**src/common/phy_regs_pkg.sv**
```systemverilog
// Functional notes
// - Status bits 14 and 13 always read 1: 100BASE-TX full and half duplex.
// - Status bits 12 and 11 always read 1: 10BASE-T full and half duplex.
// - Status bits 15, 10 and 9 read 0: no T4, no T2 ability.
// - Status bit 8 reads 1 (extended status), though index 15 is unmapped and reads 0.
// - Status bit 5 reads 1 only once negotiation finished; resets to 0.
// - Status bit 4 latches high on a remote fault.
// - Status bit 1 latches high on a jabber condition.
// - Status bit 3 reports negotiation ability, bit 0 extended registers.
// - Identifier high word holds identifier bits 3 to 18, writable.
// - Identifier low word: identifier bits, model number, revision; writable.
// - Advertised next page bit is read/write, reset 0.
// - Advertised remote fault and asymmetric pause are read/write, reset 0.
// - Advertised pause is read/write, reset value from the pause strap.
// - Advertised technology bits 8:5 are read/write, reset from mode straps.
// - Partner bit 14 reads 1 once a code word was received.
// - Partner next page, fault, pause and technology bits are read-only copies.
// - Partner T4 bit 9 is read-only and never used locally.
// - Access by register index; unsupported indexes must not be used.
package phy_regs_pkg;
   localparam int IDX_W = 5;
   localparam int DATA_W = 16;
   localparam logic [4:0] IDX_BASIC_STATUS = 5'h01;
   localparam logic [4:0] IDX_ID_HIGH = 5'h02;
   localparam logic [4:0] IDX_ID_LOW = 5'h03;
   localparam logic [4:0] IDX_ADV = 5'h04;
   localparam logic [4:0] IDX_PARTNER = 5'h05;

   localparam int BS_EXT_STATUS = 8;
   localparam int BS_AN_DONE = 5;
   localparam int BS_RFAULT = 4;
   localparam int BS_AN_ABLE = 3;
   localparam int BS_LINK = 2;
   localparam int BS_JABBER = 1;
   localparam int BS_EXT_CAP = 0;
   // Ability bits 14..11 set, 15/10/9 clear, plus bits 8, 3 and 0.
   localparam logic [15:0] BS_FIXED = 16'h7909;

   localparam int ADV_PAUSE = 10;
   localparam int TECH_LSB = 5;
   localparam int SEL_W = 5;
   localparam logic [4:0] SELECTOR_8023 = 5'h01;
   // Writable advert bits: 15, 13, 11, 10, 8:0.
   localparam logic [15:0] ADV_WR_MASK = 16'hADFF;
   localparam logic [15:0] ADV_RESET = 16'h0001;

   localparam int PA_ACK = 14;
   // Partner bits copied from the received word: 15, 13, 10, 9, 8:0.
   localparam logic [15:0] PA_COPY_MASK = 16'hA7FF;
   localparam logic [15:0] PA_RESET = 16'h0001;

   localparam logic [3:0] TECH_10_ONLY = 4'h3;
   localparam logic [3:0] TECH_100_ONLY = 4'hC;
   localparam logic [3:0] TECH_ALL = 4'hF;
   // The pin synchroniser needs four edges, so the straps are taken on the fifth.
   localparam logic [2:0] STRAP_SETTLE = 3'h5;

   function automatic logic [3:0] tech_from_mode(input logic [1:0] mode);
      case (mode)
         2'h0: tech_from_mode = TECH_10_ONLY;
         2'h1: tech_from_mode = TECH_100_ONLY;
         default: tech_from_mode = TECH_ALL;
      endcase
   endfunction : tech_from_mode
endpackage : phy_regs_pkg

```
**src/rtl/pin_sync.sv**
```systemverilog
module pin_sync #(
   parameter int W = 1
) (
   input wire logic ref_clk,
   input wire logic sys_rst,
   input wire logic [W-1:0] pin_in,
   output logic [W-1:0] pin_out
);
   logic [W-1:0] s1_ff;
   logic [W-1:0] s2_ff;
   logic [W-1:0] s3_ff;
   logic [W-1:0] out_ff;
   logic [W-1:0] nxt_out;

   // A bit changes only when the second and third stages agree.
   always_comb
   begin
      nxt_out = (s2_ff & s3_ff) | (out_ff & (s2_ff | s3_ff));
   end

   always_ff @(posedge ref_clk)
   begin
      if (sys_rst)
      begin
         s1_ff <= '0;
         s2_ff <= '0;
         s3_ff <= '0;
         out_ff <= '0;
      end
      else
      begin
         s1_ff <= pin_in;
         s2_ff <= s1_ff;
         s3_ff <= s2_ff;
         out_ff <= nxt_out;
      end
   end

   assign pin_out = out_ff;
endmodule : pin_sync

```
**src/rtl/phy_status_autoneg_ability_regs.sv**
```systemverilog
module phy_status_autoneg_ability_regs
   import phy_regs_pkg::*;
#(
   // Identity defaults below are arbitrary neutral values.
   parameter logic [15:0] ID_HIGH_DEFAULT = 16'h1234,
   parameter logic [5:0] ID_OUI_LOW_DEFAULT = 6'h05,
   parameter logic [5:0] MODEL_DEFAULT = 6'h11,
   parameter logic [3:0] REV_DEFAULT = 4'h1
) (
   input wire logic ref_clk,
   input wire logic sys_rst,
   input wire logic pause_strap_pin,
   input wire logic [1:0] mode_strap_pins,
   input wire logic link_up_pin,
   input wire logic jabber_pin,
   input wire logic remote_fault_pin,
   input wire logic an_complete,
   input wire logic an_restart,
   input wire logic partner_word_valid,
   input wire logic [DATA_W-1:0] partner_word,
   input wire logic [IDX_W-1:0] reg_index,
   input wire logic reg_rd_en,
   input wire logic reg_wr_en,
   input wire logic [DATA_W-1:0] reg_wr_data,
   output logic [DATA_W-1:0] reg_rd_data,
   output logic reg_rd_valid,
   output logic reg_index_err,
   output logic [DATA_W-1:0] adv_word
);
   logic [5:0] synced;
   logic link_live;
   logic jabber_live;
   logic rfault_live;
   logic pause_strap;
   logic [1:0] mode_strap;

   pin_sync #(
      .W(6)
   ) u_pin_sync (
      .ref_clk(ref_clk),
      .sys_rst(sys_rst),
      .pin_in({mode_strap_pins, pause_strap_pin, remote_fault_pin, jabber_pin,
         link_up_pin}),
      .pin_out(synced)
   );

   assign link_live = synced[0];
   assign jabber_live = synced[1];
   assign rfault_live = synced[2];
   assign pause_strap = synced[3];
   assign mode_strap = synced[5:4];

   // Access decode.
   logic rd_status;
   logic wr_id_high;
   logic wr_id_low;
   logic wr_adv;
   logic idx_known;

   assign rd_status = reg_rd_en && (reg_index == IDX_BASIC_STATUS);
   assign wr_id_high = reg_wr_en && (reg_index == IDX_ID_HIGH);
   assign wr_id_low = reg_wr_en && (reg_index == IDX_ID_LOW);
   assign wr_adv = reg_wr_en && (reg_index == IDX_ADV);
   assign idx_known = (reg_index >= IDX_BASIC_STATUS) && (reg_index <= IDX_PARTNER);

   // Strap capture a few cycles after reset, once the synchroniser settled.
   logic [2:0] settle_ff;
   logic [2:0] nxt_settle;
   logic strap_load;

   assign strap_load = (settle_ff == STRAP_SETTLE - 3'h1);

   always_comb
   begin
      nxt_settle = settle_ff;
      if (settle_ff != STRAP_SETTLE)
      begin
         nxt_settle = settle_ff + 3'h1;
      end
   end

   always_ff @(posedge ref_clk)
   begin
      if (sys_rst)
      begin
         settle_ff <= '0;
      end
      else
      begin
         settle_ff <= nxt_settle;
      end
   end

   // Status flags.
   logic rfault_ff;
   logic jabber_ff;
   logic link_ff;
   logic an_done_ff;
   logic nxt_rfault;
   logic nxt_jabber;
   logic nxt_link;
   logic nxt_an_done;

   always_comb
   begin
      // A read returns the latched value, then the flag follows the live level.
      // A new event in the read cycle is kept, because the flag is loaded with the live level.
      if (rd_status)
      begin
         nxt_rfault = rfault_live;
         nxt_jabber = jabber_live;
         nxt_link = link_live;
      end
      else
      begin
         nxt_rfault = rfault_ff | rfault_live;
         nxt_jabber = jabber_ff | jabber_live;
         nxt_link = link_ff & link_live;
      end
      nxt_an_done = an_complete;
   end

   always_ff @(posedge ref_clk)
   begin
      if (sys_rst)
      begin
         rfault_ff <= 1'b0;
         jabber_ff <= 1'b0;
         link_ff <= 1'b0;
         an_done_ff <= 1'b0;
      end
      else
      begin
         rfault_ff <= nxt_rfault;
         jabber_ff <= nxt_jabber;
         link_ff <= nxt_link;
         an_done_ff <= nxt_an_done;
      end
   end

   // Identifier, advertisement and partner words.
   logic [15:0] id_high_ff;
   logic [15:0] id_low_ff;
   logic [15:0] adv_ff;
   logic [15:0] partner_ff;
   logic [15:0] nxt_id_high;
   logic [15:0] nxt_id_low;
   logic [15:0] nxt_adv;
   logic [15:0] nxt_partner;

   always_comb
   begin
      nxt_id_high = wr_id_high ? reg_wr_data : id_high_ff;
      nxt_id_low = wr_id_low ? reg_wr_data : id_low_ff;
      nxt_adv = adv_ff;
      if (strap_load)
      begin
         nxt_adv[ADV_PAUSE] = pause_strap;
         nxt_adv[TECH_LSB +: 4] = tech_from_mode(mode_strap);
      end
      if (wr_adv)
      begin
         nxt_adv = (reg_wr_data & ADV_WR_MASK) | (nxt_adv & ~ADV_WR_MASK);
      end
      nxt_partner = partner_ff;
      if (an_restart)
      begin
         nxt_partner = PA_RESET;
      end
      else if (partner_word_valid)
      begin
         nxt_partner = partner_word & PA_COPY_MASK;
         nxt_partner[PA_ACK] = 1'b1;
      end
   end

   always_ff @(posedge ref_clk)
   begin
      if (sys_rst)
      begin
         id_high_ff <= ID_HIGH_DEFAULT;
         id_low_ff <= {ID_OUI_LOW_DEFAULT, MODEL_DEFAULT, REV_DEFAULT};
         adv_ff <= ADV_RESET;
         partner_ff <= PA_RESET;
      end
      else
      begin
         id_high_ff <= nxt_id_high;
         id_low_ff <= nxt_id_low;
         adv_ff <= nxt_adv;
         partner_ff <= nxt_partner;
      end
   end

   // Read port.
   logic [15:0] rd_data_ff;
   logic rd_valid_ff;
   logic err_ff;
   logic [15:0] nxt_rd_data;
   logic nxt_rd_valid;
   logic nxt_err;
   logic [15:0] status_word;

   always_comb
   begin
      status_word = BS_FIXED;
      status_word[BS_AN_DONE] = an_done_ff;
      status_word[BS_RFAULT] = rfault_ff;
      status_word[BS_LINK] = link_ff;
      status_word[BS_JABBER] = jabber_ff;
      case (reg_index)
         IDX_BASIC_STATUS: nxt_rd_data = status_word;
         IDX_ID_HIGH: nxt_rd_data = id_high_ff;
         IDX_ID_LOW: nxt_rd_data = id_low_ff;
         IDX_ADV: nxt_rd_data = adv_ff;
         IDX_PARTNER: nxt_rd_data = partner_ff;
         default: nxt_rd_data = '0;
      endcase
      if (!reg_rd_en)
      begin
         nxt_rd_data = rd_data_ff;
      end
      nxt_rd_valid = reg_rd_en;
      nxt_err = (reg_rd_en || reg_wr_en) && !idx_known;
   end

   always_ff @(posedge ref_clk)
   begin
      if (sys_rst)
      begin
         rd_data_ff <= '0;
         rd_valid_ff <= 1'b0;
         err_ff <= 1'b0;
      end
      else
      begin
         rd_data_ff <= nxt_rd_data;
         rd_valid_ff <= nxt_rd_valid;
         err_ff <= nxt_err;
      end
   end

   assign reg_rd_data = rd_data_ff;
   assign reg_rd_valid = rd_valid_ff;
   assign reg_index_err = err_ff;
   assign adv_word = adv_ff;
endmodule : phy_status_autoneg_ability_regs

```
**config.mk**
```make
export PLATFORM = sky130hd
export DESIGN_NAME = phy_status_autoneg_ability_regs
export DESIGN_NICKNAME = d
export VERILOG_FILES = /design/src/common/phy_regs_pkg.sv /design/src/rtl/pin_sync.sv /design/src/rtl/phy_status_autoneg_ability_regs.sv
export SDC_FILE = /design/constraint.sdc
export NUM_CORES = 1
export LEC_CHECK = 0
export ABC_AREA = 1
export BUFFER_PORTS_ARGS = -buffer_cell sky130_fd_sc_hd__buf_2
export CORE_MARGIN = 1
export CORE_UTILIZATION = 30
export CTS_CLUSTER_SIZE = 16
export DETAILED_ROUTE_END_ITERATION = 12
export GPL_TIMING_DRIVEN = 0
export PLACE_DENSITY_LB_ADDON = 0.3
export RECOVER_POWER = 100
export SLEW_MARGIN = 20
export SYNTH_ARGS = -nofsm -noshare
export SYNTH_HDL_FRONTEND = slang
export SYNTH_HIERARCHICAL = 1
export SYNTH_SLANG_ARGS = --single-unit
```
**constraint.sdc**
```tcl
create_clock -name ref_clk -period 2.2 [get_ports ref_clk]
set_input_delay 0.11 -clock ref_clk [delete_from_list [all_inputs] [get_ports ref_clk]]
set_output_delay 0.11 -clock ref_clk [all_outputs]
set_load 0.01 [all_outputs]
```
==> impl_metrics.json <==
{
  "synth-async-reset-ratio_pct": 0,
  "top_reg_cell_synth": "sky130_fd_sc_hd__dfxtp_1",
  "cts-root-buf": "sky130_fd_sc_hd__clkbuf_16",
  "cp_cell_sequence": "buf_2 -> inv_1 -> nor2_1 -> nand2_1 -> nor2_8 -> inv_4 -> buf_6 -> nor2_1 -> nor2_1",
  "post-route-drc-count": 0,
  "synth-seq-cells": 108,
  "row_count": 43,
  "synthesis.area_per_instance_sq_um": 7.40,
  "clk_path_buf_depth": 2,
  "p_per_area_mw_per_mm2": 743,
  "slowest_stage": "sky130_fd_sc_hd__nor2_1",
  "initial_utilization_pct": 31.0,
  "gp_congestion": 0.832,
  "post-route-min-period_ns": 1.71,
  "synthMostInstantiatedCell": "sky130_fd_sc_hd__nand2_1",
  "dr_wl_met3_um": 971,
  "crit-reg2reg-launch": "settle_ff[0]",
  "hpwlAfterDp_mm": 9.14,
  "slew_headroom_pct": 54.0,
  "dp_worst_setup_slack_ns": 0.454,
  "finalNetCount": 748,
  "cts_repair_resize_count": 0,
  "insertion_delay_ns": 0.36,
  "p_leak_uw": 0.00236,
  "hold_path_depth": 3,
  "holdCritPathClass": "in2reg",
  "worst_path_most_repeated_cell": "sky130_fd_sc_hd__nor2_1",
  "synthCells": 583,
  "skew_ns": 0.00513,
  "yosysSeqAreaShare_pct": 50.1,
  "cp-start-kind": "input pin",
  "hold_viol_final": 0,
  "synthTopCellsByCount": "sky130_fd_sc_hd__nand2_1 (116), sky130_fd_sc_hd__dfxtp_1 (108), sky130_fd_sc_hd__nor2_1 (101)",
  "post_route_cells_drive_above_1_share_pct": 11.0,
  "drt_iter0_drc": 299,
  "yosys.area.top_type": "sky130_fd_sc_hd__dfxtp_1",
  "core_sq_mm": 0.0139,
  "worst_slew_pin_slew_ns": 0.687,
  "yosys-top-cells-area": "sky130_fd_sc_hd__dfxtp_1 (50%), sky130_fd_sc_hd__nand2_1 (10%), sky130_fd_sc_hd__nor2_1 (8.8%), sky130_fd_sc_hd__o21ai_0 (7.7%), sky130_fd_sc_hd__a21oi_1 (5.0%)",
  "numClockSinks": 108,
  "worstSetupPathType": "in2reg",
  "setup_violations": 0,
  "die_h_um": 122,
  "htree_levels": 3,
  "topRoutingLayerUsed": "met4",
  "cts.reportedPaths.clkPinSlew_ns": 0.08,
  "regToRegSetupSlack_ns": 0.78,
  "worstHoldStart": "reg_wr_data[3]",
  "min_to": "adv_word[3]",
  "antenna_cells_inserted": 0,
  "drt_wl_total_mm": 12.5,
  "routed_wirelength_normalized_by_instance_count_um": 14.2,
  "outcome": "completed",
  "dr_total_vias": 4088,
  "pin_count": 84,
  "dieArea_sq_mm": 0.0149,
  "grt_antenna_before_repair": 0,
  "antenna_violating_nets_post_route": 0,
  "grt_setup_unrepaired": "false",
  "grt_pass1_wl_mm": 19.9,
  "flow.area_growth_from_synthesis_pct": 24.5,
  "synth_area_sq_mm": 0.00431,
  "met2_length_mm": 5.30,
  "first_global_vias": 3806,
  "detail_route.first_pass.iterations": 5,
  "crit_fanout": 10,
  "critPathArrivalTime_ns": 1.97,
  "final.setup.tns_ns": 0,
  "synth-edff-count": 0,
  "grt_remaining_overflow": 0,
  "numPortBuffers": 75,
  "cts-buffers-inserted": 9,
  "avgViaCountPerCell": 4.65,
  "timing.critical_path.slowest_cell_delay_ns": 0.53,
  "setup_ws_ns": 0.489,
  "pins_over_slew_limit": 0,
  "worstSetupEndpointType": "register",
  "worstRegToRegCells": 9,
  "period_share_pct": 77.8,
  "chipWidth_um": 122,
  "routedLengthMet1_mm": 5.95,
  "regToRegEndpoint": "adv_word[8]",
  "largest_net_degree_at_the_start_of_global_routing": 21,
  "max_freq_mhz": 585,
  "worst_setup_path_startpoint": "reg_index[1]",
  "worst_ep_required_time_ns": 2.46,
  "worst_ir_drop_vdd_uv": 303,
  "fraction_of_post_synthesis_cell_area_in_the_top_cell_type_by_area_pct": 50.1,
  "grt_usage_pct": 17.8,
  "post_synth_num_cell_types": 27,
  "cts_tree": "built",
  "ys.warnings.count": 6,
  "timing.max_cap.violations": 0
}
metrics by stage:
step                      total power [uW]  hold WS (ns)  std cells  instance area, sq um  utilization [%]
after global routing                  4160        0.0124        880                  5370             38.5
after floorplan                       2260         0.217        585                  4320                -
final                                 3990       0.00871        880                  5370             38.5
after CTS                             4020       0.00261        880                  5450             39.1
after global placement                2380         0.314        840                  4920             35.3
after detailed placement              2390         0.321        840                  4920             35.3
layout by cell type (no fill, tap or decap), types with 2 or more instances in the layout:
master                          count
sky130_fd_sc_hd__clkbuf_16          9
sky130_fd_sc_hd__dfxtp_1          108
sky130_fd_sc_hd__buf_6              2
sky130_fd_sc_hd__o21ai_0           66
sky130_fd_sc_hd__nor2_2             2
sky130_fd_sc_hd__ha_1               3
sky130_fd_sc_hd__buf_2             47
sky130_fd_sc_hd__nand4_1           10
sky130_fd_sc_hd__inv_6              4
sky130_fd_sc_hd__conb_1             3
sky130_fd_sc_hd__nand2_1          118
sky130_fd_sc_hd__dlygate4sd3_1     24
sky130_fd_sc_hd__nand3_1           36
sky130_fd_sc_hd__nor2_4             2
sky130_fd_sc_hd__nor2_1           104
sky130_fd_sc_hd__a21oi_1           43
sky130_fd_sc_hd__a211oi_1           2
sky130_fd_sc_hd__buf_4              5
sky130_fd_sc_hd__inv_1             55
sky130_fd_sc_hd__clkbuf_1          47
sky130_fd_sc_hd__inv_8              2
layer usage:
layer / vias up / global-route usage [%]
met5: - / 0
met4: 0 / 7.18
met3: 17 / 4.59
met2: 161 / 27.0
met1: 1828 / 24.0
li1: 2082 / -
where the power goes:
| group | internal, uW | switching (uW) |
|---|---|---|
| combinational | 127 | 198 |
| clock | 801 | 825 |
| sequential | 2010 | 32.6 |
| total | 2940 | 1050 |
kinds of logic (layout without fill, tap and decap cells):
| group | count (synthesis) | count (layout) | synth area share [%] |
|---|---|---|---|
| and+or+nand+nor | 274 | 274 | 26.9 |
| AOI/OAI and AO/OA | 113 | 113 | 13.3 |
| DFF | 108 | 108 | 50.1 |
| buffers and inverters | 83 | 198 | 8.53 |
| adders and majority gates | 3 | 3 | 0.870 |
| other | 1 | 3 | 0.0869 |
| xor gates and xnor gates | 1 | 1 | 0.203 |
area by class of cell:
type	instances	area [sq um]
fill	1468	8560
sequential	108	2160
multi-input combinational	394	1770
timing repair buffer	99	576
clock buffer	9	225
tap	180	225
inverter	57	216
buffer	26	136
clock inverter	7	62.6
flip-flops by register name, summed over array words and instances, names as in the netlist:
signal,cells
u_pin_sync/s2_ff,6
reg_rd_data,16
reg_rd_valid,1
reg_index_err,1
rfault_ff,1
link_ff,1
id_high_ff,16
adv_word,13
id_low_ff,16
u_pin_sync/s1_ff,6
an_done_ff,1
u_pin_sync/pin_out,6
partner_ff,14
jabber_ff,1
settle_ff,3
u_pin_sync/s3_ff,6
worst max-delay path: cells and delay by family:
family	cells	cell delay (ns)
AND/OR/NAND/NOR	5	1.40
buffers and inverters	4	0.45
timing repair:
action | in CTS | in global routing
hold endpoints to repair | 22 | 0
hold buffers | 24 | 0
setup buffers | 0 | 0
how the worst max path moves through the flow:
| stage | end | slack [ns] |
|---|---|---|
| after floorplan | adv_word[5] | 1.00 |
| after global placement | adv_word[10] | 0.47 |
| after detailed placement | adv_word[10] | 0.45 |
| after CTS | adv_word[8] | 0.80 |
| after global routing | id_high_ff[10] | 0.33 |
| final | id_high_ff[14] | 0.49 |
(Power assumes the default switching activity.)
